--- src/logic/flash_seq_pkg.sv ---
// Shared constants, types and helpers for the flash program/erase sequencer
package flash_seq_pkg;

  localparam logic [7:0] CMD_WREN = 8'h06;
  localparam logic [7:0] CMD_WRDI = 8'h04;
  localparam logic [7:0] CMD_PP   = 8'h02;
  localparam logic [7:0] CMD_DPP  = 8'ha2;
  localparam logic [7:0] CMD_XDPP = 8'hd2;
  localparam logic [7:0] CMD_QPP  = 8'h32;
  localparam logic [7:0] CMD_XQPP = 8'h12;
  localparam logic [7:0] CMD_SSE  = 8'h20;
  localparam logic [7:0] CMD_SE   = 8'hd8;
  localparam logic [7:0] CMD_SUSP = 8'h75;
  localparam logic [7:0] CMD_RES  = 8'h7a;

  localparam int ADDR_BYTES = 3;
  localparam int SEC_LSB    = 16;
  localparam int SUB_LSB    = 12;
  localparam int SEC_MSB    = 20;
  localparam int SECTORS    = 32;
  localparam int BUF_DEPTH  = 2;

  localparam int FS_PROT  = 1;
  localparam int FS_PSUSP = 2;
  localparam int FS_PFAIL = 4;
  localparam int FS_EERR  = 5;
  localparam int FS_ESUSP = 6;
  localparam int FS_READY = 7;
  localparam logic [7:0] FLAG_RESET = 8'h00;

  localparam int unsigned CLK_MHZ         = 20;
  localparam int unsigned PROG_TIME_US    = 500;
  localparam int unsigned SSE_TIME_US     = 40000;
  localparam int unsigned SE_TIME_US      = 150000;
  localparam int unsigned PROG_CYC        = PROG_TIME_US * CLK_MHZ;
  localparam int unsigned SSE_CYC         = SSE_TIME_US * CLK_MHZ;
  localparam int unsigned SE_CYC          = SE_TIME_US * CLK_MHZ;

  typedef enum logic [1:0] {PROTO_EXT, PROTO_DUAL, PROTO_QUAD} proto_t;
  typedef enum logic [1:0] {PH_CMD, PH_ADDR, PH_DATA, PH_TAIL} phase_t;
  typedef enum logic [1:0] {OP_IDLE, OP_PROG, OP_SSE, OP_SE} op_t;

  function automatic logic [2:0] laneCount(input proto_t p);
    case (p)
      PROTO_DUAL: laneCount = 3'd2;
      PROTO_QUAD: laneCount = 3'd4;
      default:    laneCount = 3'd1;
    endcase
  endfunction : laneCount

  function automatic logic isProg(input logic [7:0] c);
    isProg = (c == CMD_PP) || (c == CMD_DPP) || (c == CMD_XDPP) ||
             (c == CMD_QPP) || (c == CMD_XQPP);
  endfunction : isProg

  function automatic logic isErase(input logic [7:0] c);
    isErase = (c == CMD_SSE) || (c == CMD_SE);
  endfunction : isErase

  function automatic logic [7:0] shiftIn(input logic [7:0] sh, input logic [3:0] d,
                                         input logic [2:0] w);
    case (w)
      3'd2:    shiftIn = {sh[5:0], d[1:0]};
      3'd4:    shiftIn = {sh[3:0], d};
      default: shiftIn = {sh[6:0], d[0]};
    endcase
  endfunction : shiftIn

endpackage : flash_seq_pkg

--- src/logic/serial_flash_program_erase_ctrl.sv ---
// Program and erase command sequencer behind the serial flash pins
`timescale 1ns/1ps
module serial_flash_program_erase_ctrl #(
  parameter int unsigned PROG_CYCLES = flash_seq_pkg::PROG_CYC,
  parameter int unsigned SSE_CYCLES  = flash_seq_pkg::SSE_CYC,
  parameter int unsigned SE_CYCLES   = flash_seq_pkg::SE_CYC
) (
  input  wire logic                                 clk,
  input  wire logic                                 rst,
  input  wire flash_seq_pkg::proto_t                protoSel,
  input  wire logic                                 csN,
  input  wire logic                                 sclk,
  input  wire logic [3:0]                           dq,
  input  wire logic [flash_seq_pkg::SECTORS-1:0]    sectorLock,
  input  wire logic                                 flagClear,
  output logic                                      wel,
  output logic                                      wip,
  output logic [7:0]                                flagStatus,
  output logic                                      wrValid,
  input  wire logic                                 wrReady,
  output logic [23:0]                               wrAddr,
  output logic [7:0]                                wrData,
  output logic                                      eraseValid,
  input  wire logic                                 eraseReady,
  output logic [23:0]                               eraseAddr,
  output logic                                      eraseSector
);
  logic [5:0]            pinS;
  logic                  csS;
  logic                  sclkS;
  logic [3:0]            dqS;
  logic                  csPrev_r;
  logic                  sclkPrev_r;
  logic                  csRise;
  logic                  csFall;
  logic                  sclkRise;
  flash_seq_pkg::phase_t phase_r;
  flash_seq_pkg::op_t    op_r;
  logic [7:0]            cmd_r;
  logic [7:0]            sh_r;
  logic [23:0]           addr_r;
  logic [3:0]            bitCnt_r;
  logic [1:0]            addrCnt_r;
  logic                  gotData_r;
  logic                  extra_r;
  logic [7:0]            off_r;
  logic [2:0]            lanes;
  logic [7:0]            newSh;
  logic [3:0]            newCnt;
  logic                  byteDone;
  logic                  dataByte;
  logic [7:0]            pageMem [256];
  logic [255:0]          pageVld_r;
  logic                  wel_r;
  logic                  susp_r;
  logic [23:0]           timer_r;
  logic [7:0]            scanIdx_r;
  logic                  scanDone_r;
  logic                  eraseValid_r;
  logic [23:0]           eraseAddr_r;
  logic                  eraseSector_r;
  logic [7:0]            flag_r;
  logic [7:0]            flagSet;
  logic [7:0]            flagClr;
  logic                  aligned;
  logic                  tailCmd;
  logic                  wrenOk;
  logic                  wrdiOk;
  logic                  lockHit;
  logic                  progEnd;
  logic                  progStart;
  logic                  progProt;
  logic                  eraseEnd;
  logic                  eraseStart;
  logic                  eraseProt;
  logic                  eraseNoWel;
  logic                  suspReq;
  logic                  resReq;
  logic                  running;
  logic                  opEnd;
  logic                  timeout;
  logic                  pushValid;
  logic                  pushReady;

  sync_2ff #(.W(6), .INIT(6'h20)) uSync (
    .clk (clk),
    .rst (rst),
    .d   ({csN, sclk, dq}),
    .q   (pinS)
  );

  assign csS   = pinS[5];
  assign sclkS = pinS[4];
  assign dqS   = pinS[3:0];

  always_ff @(posedge clk or posedge rst) begin
    if (rst) begin
      csPrev_r   <= 1'b1;
      sclkPrev_r <= 1'b0;
    end else begin
      csPrev_r   <= csS;
      sclkPrev_r <= sclkS;
    end
  end

  assign csFall   = csPrev_r && !csS;
  assign csRise   = !csPrev_r && csS;
  assign sclkRise = !sclkPrev_r && sclkS && !csS;

  // Lane width per frame phase and command
  always_comb begin
    case (phase_r)
      flash_seq_pkg::PH_CMD:  lanes = flash_seq_pkg::laneCount(protoSel);
      flash_seq_pkg::PH_ADDR: begin
        if (protoSel != flash_seq_pkg::PROTO_EXT) lanes = flash_seq_pkg::laneCount(protoSel);
        else if (cmd_r == flash_seq_pkg::CMD_XDPP) lanes = 3'd2;
        else if (cmd_r == flash_seq_pkg::CMD_XQPP) lanes = 3'd4;
        else lanes = 3'd1;
      end
      flash_seq_pkg::PH_DATA: begin
        if (cmd_r == flash_seq_pkg::CMD_DPP || cmd_r == flash_seq_pkg::CMD_XDPP) lanes = 3'd2;
        else if (cmd_r == flash_seq_pkg::CMD_QPP || cmd_r == flash_seq_pkg::CMD_XQPP) lanes = 3'd4;
        else lanes = flash_seq_pkg::laneCount(protoSel);
      end
      default: lanes = 3'd1;
    endcase
  end

  assign newSh    = flash_seq_pkg::shiftIn(sh_r, dqS, lanes);
  assign newCnt   = bitCnt_r + {1'b0, lanes};
  assign byteDone = (newCnt == 4'd8);
  assign dataByte = sclkRise && byteDone && (phase_r == flash_seq_pkg::PH_DATA);

  // Frame parser
  always_ff @(posedge clk or posedge rst) begin
    if (rst) begin
      phase_r   <= flash_seq_pkg::PH_CMD;
      cmd_r     <= 8'h00;
      sh_r      <= 8'h00;
      addr_r    <= 24'h000000;
      bitCnt_r  <= 4'h0;
      addrCnt_r <= 2'h0;
      gotData_r <= 1'b0;
      extra_r   <= 1'b0;
      off_r     <= 8'h00;
    end else if (csFall) begin
      phase_r   <= flash_seq_pkg::PH_CMD;
      bitCnt_r  <= 4'h0;
      addrCnt_r <= 2'h0;
      gotData_r <= 1'b0;
      extra_r   <= 1'b0;
    end else if (sclkRise) begin
      if (phase_r == flash_seq_pkg::PH_TAIL) begin
        extra_r <= 1'b1;
      end else begin
        sh_r     <= newSh;
        bitCnt_r <= byteDone ? 4'h0 : newCnt;
        if (byteDone) begin
          case (phase_r)
            flash_seq_pkg::PH_CMD: begin
              cmd_r   <= newSh;
              phase_r <= (flash_seq_pkg::isProg(newSh) || flash_seq_pkg::isErase(newSh)) ?
                         flash_seq_pkg::PH_ADDR : flash_seq_pkg::PH_TAIL;
            end
            flash_seq_pkg::PH_ADDR: begin
              addr_r    <= {addr_r[15:0], newSh};
              addrCnt_r <= addrCnt_r + 2'd1;
              if (addrCnt_r == 2'(flash_seq_pkg::ADDR_BYTES - 1)) begin
                off_r   <= newSh;
                phase_r <= flash_seq_pkg::isProg(cmd_r) ?
                           flash_seq_pkg::PH_DATA : flash_seq_pkg::PH_TAIL;
              end
            end
            flash_seq_pkg::PH_DATA: begin
              off_r     <= off_r + 8'd1;
              gotData_r <= 1'b1;
            end
            default: phase_r <= flash_seq_pkg::PH_TAIL;
          endcase
        end
      end
    end
  end

  // Page latch: later bytes overwrite earlier ones at the same offset
  always_ff @(posedge clk) begin
    if (dataByte && !wip) begin
      pageMem[off_r] <= newSh;
    end
  end

  always_ff @(posedge clk or posedge rst) begin
    if (rst) begin
      pageVld_r <= '0;
    end else if (csFall && !wip) begin
      pageVld_r <= '0;
    end else if (dataByte && !wip) begin
      pageVld_r[off_r] <= 1'b1;
    end
  end

  // Frame end decode
  assign aligned    = (bitCnt_r == 4'h0) && !extra_r;
  assign tailCmd    = csRise && (phase_r == flash_seq_pkg::PH_TAIL) && aligned;
  assign wrenOk     = tailCmd && (cmd_r == flash_seq_pkg::CMD_WREN) && !wip;
  assign wrdiOk     = tailCmd && (cmd_r == flash_seq_pkg::CMD_WRDI) && !wip;
  assign lockHit    = sectorLock[addr_r[flash_seq_pkg::SEC_MSB:flash_seq_pkg::SEC_LSB]];
  assign progEnd    = csRise && (phase_r == flash_seq_pkg::PH_DATA) && aligned && gotData_r &&
                      !wip && wel_r &&
                      !((protoSel == flash_seq_pkg::PROTO_QUAD) &&
                        (cmd_r == flash_seq_pkg::CMD_DPP || cmd_r == flash_seq_pkg::CMD_XDPP)) &&
                      !((protoSel == flash_seq_pkg::PROTO_DUAL) &&
                        (cmd_r == flash_seq_pkg::CMD_QPP || cmd_r == flash_seq_pkg::CMD_XQPP));
  assign progStart  = progEnd && !lockHit;
  assign progProt   = progEnd && lockHit;
  assign eraseEnd   = tailCmd && flash_seq_pkg::isErase(cmd_r) && !wip;
  assign eraseStart = eraseEnd && wel_r && !lockHit;
  assign eraseProt  = eraseEnd && wel_r && lockHit;
  assign eraseNoWel = eraseEnd && !wel_r;
  assign suspReq    = tailCmd && (cmd_r == flash_seq_pkg::CMD_SUSP) && wip && !susp_r;
  assign resReq     = tailCmd && (cmd_r == flash_seq_pkg::CMD_RES) && susp_r;

  assign running   = (op_r != flash_seq_pkg::OP_IDLE) && !susp_r;
  assign opEnd     = running && (timer_r == 24'h000000);
  assign timeout   = opEnd && ((op_r == flash_seq_pkg::OP_PROG) ? (!scanDone_r || wrValid) :
                               eraseValid_r);
  assign pushValid = running && (op_r == flash_seq_pkg::OP_PROG) && !scanDone_r &&
                     pageVld_r[scanIdx_r] && (timer_r != 24'h000000);

  // Self-timed operation
  always_ff @(posedge clk or posedge rst) begin
    if (rst) begin
      op_r          <= flash_seq_pkg::OP_IDLE;
      timer_r       <= 24'h000000;
      susp_r        <= 1'b0;
      scanIdx_r     <= 8'h00;
      scanDone_r    <= 1'b0;
      eraseAddr_r   <= 24'h000000;
      eraseSector_r <= 1'b0;
    end else if (progStart) begin
      op_r       <= flash_seq_pkg::OP_PROG;
      timer_r    <= 24'(PROG_CYCLES);
      scanIdx_r  <= 8'h00;
      scanDone_r <= 1'b0;
    end else if (eraseStart) begin
      op_r          <= (cmd_r == flash_seq_pkg::CMD_SE) ? flash_seq_pkg::OP_SE : flash_seq_pkg::OP_SSE;
      timer_r       <= (cmd_r == flash_seq_pkg::CMD_SE) ? 24'(SE_CYCLES) : 24'(SSE_CYCLES);
      eraseSector_r <= (cmd_r == flash_seq_pkg::CMD_SE);
      eraseAddr_r   <= (cmd_r == flash_seq_pkg::CMD_SE) ?
                       {addr_r[23:flash_seq_pkg::SEC_LSB], 16'h0000} :
                       {addr_r[23:flash_seq_pkg::SUB_LSB], 12'h000};
    end else begin
      if (suspReq) susp_r <= 1'b1;
      else if (resReq) susp_r <= 1'b0;
      if (opEnd) begin
        op_r <= flash_seq_pkg::OP_IDLE;
      end else if (running) begin
        timer_r <= timer_r - 24'd1;
      end
      if (running && (op_r == flash_seq_pkg::OP_PROG) && !scanDone_r &&
          (!pageVld_r[scanIdx_r] || pushReady)) begin
        scanIdx_r <= scanIdx_r + 8'd1;
        if (scanIdx_r == 8'hff) scanDone_r <= 1'b1;
      end
    end
  end

  always_ff @(posedge clk or posedge rst) begin
    if (rst) begin
      eraseValid_r <= 1'b0;
    end else if (eraseStart) begin
      eraseValid_r <= 1'b1;
    end else if (opEnd || (eraseValid_r && eraseReady)) begin
      eraseValid_r <= 1'b0;
    end
  end

  pair_buffer #(.W(32), .DEPTH(flash_seq_pkg::BUF_DEPTH)) uBuf (
    .clk      (clk),
    .rst      (rst),
    .inValid  (pushValid),
    .inReady  (pushReady),
    .inData   ({addr_r[23:8], scanIdx_r, pageMem[scanIdx_r]}),
    .outValid (wrValid),
    .outReady (wrReady),
    .outData  ({wrAddr, wrData})
  );

  // Write enable latch
  always_ff @(posedge clk or posedge rst) begin
    if (rst) begin
      wel_r <= 1'b0;
    end else if (progStart || eraseStart || timeout || wrdiOk) begin
      wel_r <= 1'b0;
    end else if (wrenOk) begin
      wel_r <= 1'b1;
    end
  end

  // Flag status: hardware set wins over clear
  always_comb begin
    flagSet = 8'h00;
    flagClr = 8'h00;
    flagSet[flash_seq_pkg::FS_PROT]  = progProt || eraseProt;
    flagSet[flash_seq_pkg::FS_PFAIL] = progProt || (timeout && op_r == flash_seq_pkg::OP_PROG);
    flagSet[flash_seq_pkg::FS_EERR]  = eraseProt || (timeout && op_r != flash_seq_pkg::OP_PROG);
    flagSet[flash_seq_pkg::FS_PSUSP] = suspReq && (op_r == flash_seq_pkg::OP_PROG);
    flagSet[flash_seq_pkg::FS_ESUSP] = suspReq && (op_r != flash_seq_pkg::OP_PROG);
    flagClr[flash_seq_pkg::FS_PROT]  = flagClear;
    flagClr[flash_seq_pkg::FS_PFAIL] = flagClear;
    flagClr[flash_seq_pkg::FS_EERR]  = flagClear;
    flagClr[flash_seq_pkg::FS_PSUSP] = resReq || opEnd;
    flagClr[flash_seq_pkg::FS_ESUSP] = resReq || opEnd;
  end

  always_ff @(posedge clk or posedge rst) begin
    if (rst) begin
      flag_r <= flash_seq_pkg::FLAG_RESET;
    end else begin
      flag_r <= (flag_r & ~flagClr) | flagSet;
    end
  end

  assign wel         = wel_r;
  assign wip         = (op_r != flash_seq_pkg::OP_IDLE);
  assign eraseValid  = eraseValid_r;
  assign eraseAddr   = eraseAddr_r;
  assign eraseSector = eraseSector_r;
  always_comb begin
    flagStatus = flag_r;
    flagStatus[flash_seq_pkg::FS_READY] = !wip || susp_r;
  end
endmodule : serial_flash_program_erase_ctrl

--- src/logic/sync_2ff.sv ---
// Two-flop synchroniser for pin inputs
`timescale 1ns/1ps
module sync_2ff #(
  parameter int         W    = 1,
  parameter logic [5:0] INIT = 6'h00
) (
  input  wire logic         clk,
  input  wire logic         rst,
  input  wire logic [W-1:0] d,
  output logic      [W-1:0] q
);
  logic [W-1:0] meta_r;

  always_ff @(posedge clk or posedge rst) begin
    if (rst) begin
      meta_r <= INIT[W-1:0];
      q      <= INIT[W-1:0];
    end else begin
      meta_r <= d;
      q      <= meta_r;
    end
  end
endmodule : sync_2ff

--- src/logic/pair_buffer.sv ---
// Small valid/ready buffer between page scan and array write port
`timescale 1ns/1ps
module pair_buffer #(
  parameter int W     = 32,
  parameter int DEPTH = 2
) (
  input  wire logic         clk,
  input  wire logic         rst,
  input  wire logic         inValid,
  output logic              inReady,
  input  wire logic [W-1:0] inData,
  output logic              outValid,
  input  wire logic         outReady,
  output logic      [W-1:0] outData
);
  localparam int PW = $clog2(DEPTH);

  logic [W-1:0]  mem [DEPTH];
  logic [PW-1:0] wp_r;
  logic [PW-1:0] rp_r;
  logic [PW:0]   cnt_r;
  logic          push;
  logic          pop;

  assign inReady  = (cnt_r != (PW+1)'(DEPTH));
  assign outValid = (cnt_r != '0);
  assign outData  = mem[rp_r];
  assign push     = inValid && inReady;
  assign pop      = outValid && outReady;

  always_ff @(posedge clk) begin
    if (push) begin
      mem[wp_r] <= inData;
    end
  end

  always_ff @(posedge clk or posedge rst) begin
    if (rst) begin
      wp_r  <= '0;
      rp_r  <= '0;
      cnt_r <= '0;
    end else begin
      if (push) begin
        wp_r <= (wp_r == PW'(DEPTH-1)) ? '0 : wp_r + 1'b1;
      end
      if (pop) begin
        rp_r <= (rp_r == PW'(DEPTH-1)) ? '0 : rp_r + 1'b1;
      end
      cnt_r <= cnt_r + (PW+1)'(push) - (PW+1)'(pop);
    end
  end
endmodule : pair_buffer

--- config.mk ---
export PLATFORM = sky130hd
export DESIGN_NAME = serial_flash_program_erase_ctrl
export DESIGN_NICKNAME = d
export VERILOG_FILES = /design/src/logic/flash_seq_pkg.sv /design/src/logic/serial_flash_program_erase_ctrl.sv /design/src/logic/sync_2ff.sv /design/src/logic/pair_buffer.sv
export SDC_FILE = /design/constraint.sdc
export NUM_CORES = 2
export LEC_CHECK = 0
export BUFFER_PORTS_ARGS = -buffer_cell sky130_fd_sc_hd__buf_2
export CORE_UTILIZATION = 30
export CTS_BUF_LIST = sky130_fd_sc_hd__clkbuf_4
export CTS_CLUSTER_DIAMETER = 30
export DETAILED_ROUTE_END_ITERATION = 16
export PLACE_DENSITY = 0.51
export SYNTH_ARGS = -nofsm -noshare
export SYNTH_HDL_FRONTEND = slang
export SYNTH_SLANG_ARGS = --single-unit
--- constraint.sdc ---
create_clock -name clk -period 40.4 [get_ports clk]
set_input_delay 6.06 -clock clk [delete_from_list [all_inputs] [get_ports clk]]
set_output_delay 6.06 -clock clk [all_outputs]
set_load 0.005 [all_outputs]
==> flow_summary_export.csv <==
group,metric,value,unit
routing,wire_per_inst,26.5,um
cts,root_buffer,"clkbuf_4",
routing,vias,51000,
cts,cts_resized,0,
power_and_ir_drop,power.density,51.8,mW/mm^2
yosys,synth_top_area_cell,"edfxtp_1",
placed_design,place.gp.congestion,0.770,
yosys,synth_edf_count,2112,
grt,overflow,0,
cts,clkLatencyLatePin,1340,ps
sta,finalCriticalPeriod,11290,ps
setup_path,path_class,"primary input to register",
grt,grt_start_max_net_pins,161,
setup_path,r2r-start,"phase_r[1]",
yosys,synthArstFlopShare,0.155,
setup_path,r2r-end,"pageMem[197][7]",
sta,finalCritPeriodShare,0.279,
grt,grt_first_pass_wirelength,389000,um
grt,grt_pass1_vias,52400,
worst_hold_path,hold_depth,0,
sta,hold_viol,0,
finish,drive_above_1_share,0.376,
finish,fin_cells,10200,
cts,cts_setup_buffers,0,
cts,cts_tree,"done",
floorplanning,design.core.area,0.327,mm^2
setup_path,critPathMaxFanout,16,
sta,worst_slack,29110,ps
cts,path_clk_slew,60,ps
cts,cts_buffers,680,
cts,cts.path.max_buffers,4,
yosys,synth.area.top_cells,"edfxtp_1 (64%), mux4_2 (17%), dfrtp_1 (9.7%)",
sta,rsz0062_at_grt,"no",
placed_design,port_buffers,99,
floorplanning,die_area,0.331,mm^2
setup_path,required,41340,ps
yosys,synth_top_area_frac,0.643,
grt,antenna_found_initial,23,
finish,area_delta_synth_final,15.1,%
routing,drc,0,
yosys,syn_area,0.0986,mm^2
sta,max_slew_margin,0.146,
sta,fin_skew,150,ps
setup_path,rrSetupSlack,33220,ps
floorplanning,start_util,0.302,
sta,tightestPinTransition,1270,ps
grt,grt_usage,0.162,
setup_path,worstRegToRegCells,13,
yosys,synthCells,4705,
finish,fin_nets,5360,
sta,fin_hold_ws,351,ps
floorplanning,rows,210,
worst_hold_path,hold_start,"uSync.meta_r[3]",
finish,fillers,30800,
worst_hold_path,min_to,"uSync.q[3]",
sta,setup-violations-final,0,
placed_design,dp_slack,27730,ps
finish,final_cell_mix,"edfxtp_1 (2,112), clkbuf_4 (1,024), mux4_2 (765)",
finish,mostFrequentLayoutCell,"edfxtp_1",
routing,drt_iter0_drc,4650,
sta,fmax,88.6,MHz
placed_design,hpwlAfterDp,156000,um
finish,multi_input_area,0.0242,mm^2
setup_path,worstPathArrival,12230,ps
run_status,status,"finished clean",
routing,wirelength,270000,um
power_and_ir_drop,leakagePower,0.0392,uW
yosys,synthDistinctLibCells,72,
yosys,ys_seq_area_frac,0.741,
cts,cts_hold_buf,0,
sta,slew_viol_final,0,
cts,clock-sinks,2499,
sta,tns,0,ps
routing,viasPerCell,5.00,
floorplanning,io_pins,114,
routing,dr.pass1.iters,8,
floorplanning,die_h,575,um
yosys,yosysWarnings,0,
floorplanning,die_width,575,um
yosys,synthFlopType,"edfxtp_1",
flow_run,cap_viol_max_count,0,
power_and_ir_drop,ir_drop,0.0494,mV
placed_design,dp.cells,8962,
finish,regArea,0.0731,mm^2
setup_path,setup.worst_path.start_class,"primary input",
power_and_ir_drop,finalPower,5880,uW
cts,htreeDepth,6,
worst_hold_path,min_path_type,"register to register",
yosys,ys_ff_latch,2499,
setup_path,endpoint_kind,"register",
routing,ant_nets,0,
yosys,syn_avg_cell_area,21.0,um^2
per-layer routing:
metal / GRT usage / vias to the layer above / part of all wire
li1: - / 21100 / -
met1: 0.228 / 27500 / 0.44
met4: 0.0407 / 10 / 0.019
met3: 0.0325 / 373 / 0.067
met5: 0 / - / 0.00029
met2: 0.256 / 2040 / 0.47
cells in the mapped netlist (8+ instances only):
library cell	number
buf_4	30
mux2i_1	16
a31oi_1	8
buf_6	8
dfrtp_1	384
o21ai_0	62
clkbuf_1	186
xnor2_1	10
nor4_1	12
xor2_1	8
mux2_2	70
nor3_1	20
o22ai_1	10
buf_1	14
o21a_1	259
nand3_1	24
nand4_1	12
a21oi_1	40
nand2_1	86
nand3b_1	8
inv_1	43
nor2b_1	12
edfxtp_1	2112
ha_1	16
buf_2	56
nor2_1	324
mux4_2	765
layout make-up:
type | count | area share
multi-input cells | 1881 | 0.213
well taps | 4346 | 0.0479
repair buffers | 192 | 0.0112
flip-flops and latches | 2499 | 0.644
clock inverters | 217 | 0.0134
inverters | 44 | 0.00172
diodes | 9 | 0.000198
clock buffers | 1024 | 0.0677
worst max path at each step:
stage | from | endpoint | cells after the start
after floorplan | protoSel[1] | pageMem[0][2] | 8
after global placement | protoSel[0] | pageMem[207][0] | 16
after detailed placement | protoSel[0] | pageMem[197][1] | 16
after CTS | protoSel[0] | pageMem[197][7] | 16
after global routing | protoSel[0] | pageMem[207][1] | 16
final | protoSel[0] | pageMem[197][7] | 16
critical path: stages:
cell and delay, ps:
buf_2 130, inv_1 80, ha_1 250, and4b_1 200
nand4bb_1 90, and4_1 560, inv_1 180, ha_1 320
a21o_1 180, a21oi_1 210, xnor2_1 200, nand3_1 280
or3_1 610, nor3_2 1010, nand3_1 920, nor2_1 920
sequential cells by signal (all words and copies together), names as in the netlist, 5 cells and up:
| signal | cells |
|---|---|
| pageVld_r | 256 |
| uBuf.mem | 64 |
| pageMem | 2048 |
| uSync.meta_r | 6 |
| scanIdx_r | 8 |
| sh_r | 7 |
| flag_r | 5 |
| addr_r | 24 |
| cmd_r | 8 |
| eraseAddr | 12 |
| timer_r | 24 |
| off_r | 8 |
| uSync.q | 6 |
stage by stage:
| step | utilization | instance area, um^2 |
|---|---|---|
| 2_1_floorplan | - | 98700 |
| 3_3_place_gp | 0.319 | 104000 |
| 3_5_place_dp | 0.319 | 104000 |
| 4_1_cts | 0.347 | 113000 |
| 5_1_grt | 0.347 | 113000 |
| 6_report | 0.347 | 114000 |
where the power goes:
part	switching [uW]	internal (uW)	total, uW
logic	383	69.5	453
registers	19.3	3040	3050
clock network	1080	1290	2370
cells by family after synthesis:
family / Yosys count / share of synthesized area
flops: 2499 / 0.741
mux: 851 / 0.184
simple gates: 552 / 0.0251
compound gates: 429 / 0.0303
buf+inv: 338 / 0.0153
xor+xnor: 18 / 0.00160
fa+ha+maj: 17 / 0.00223
other cells: 1 / 0.0000380
Power figures use the tool's default switching activity.
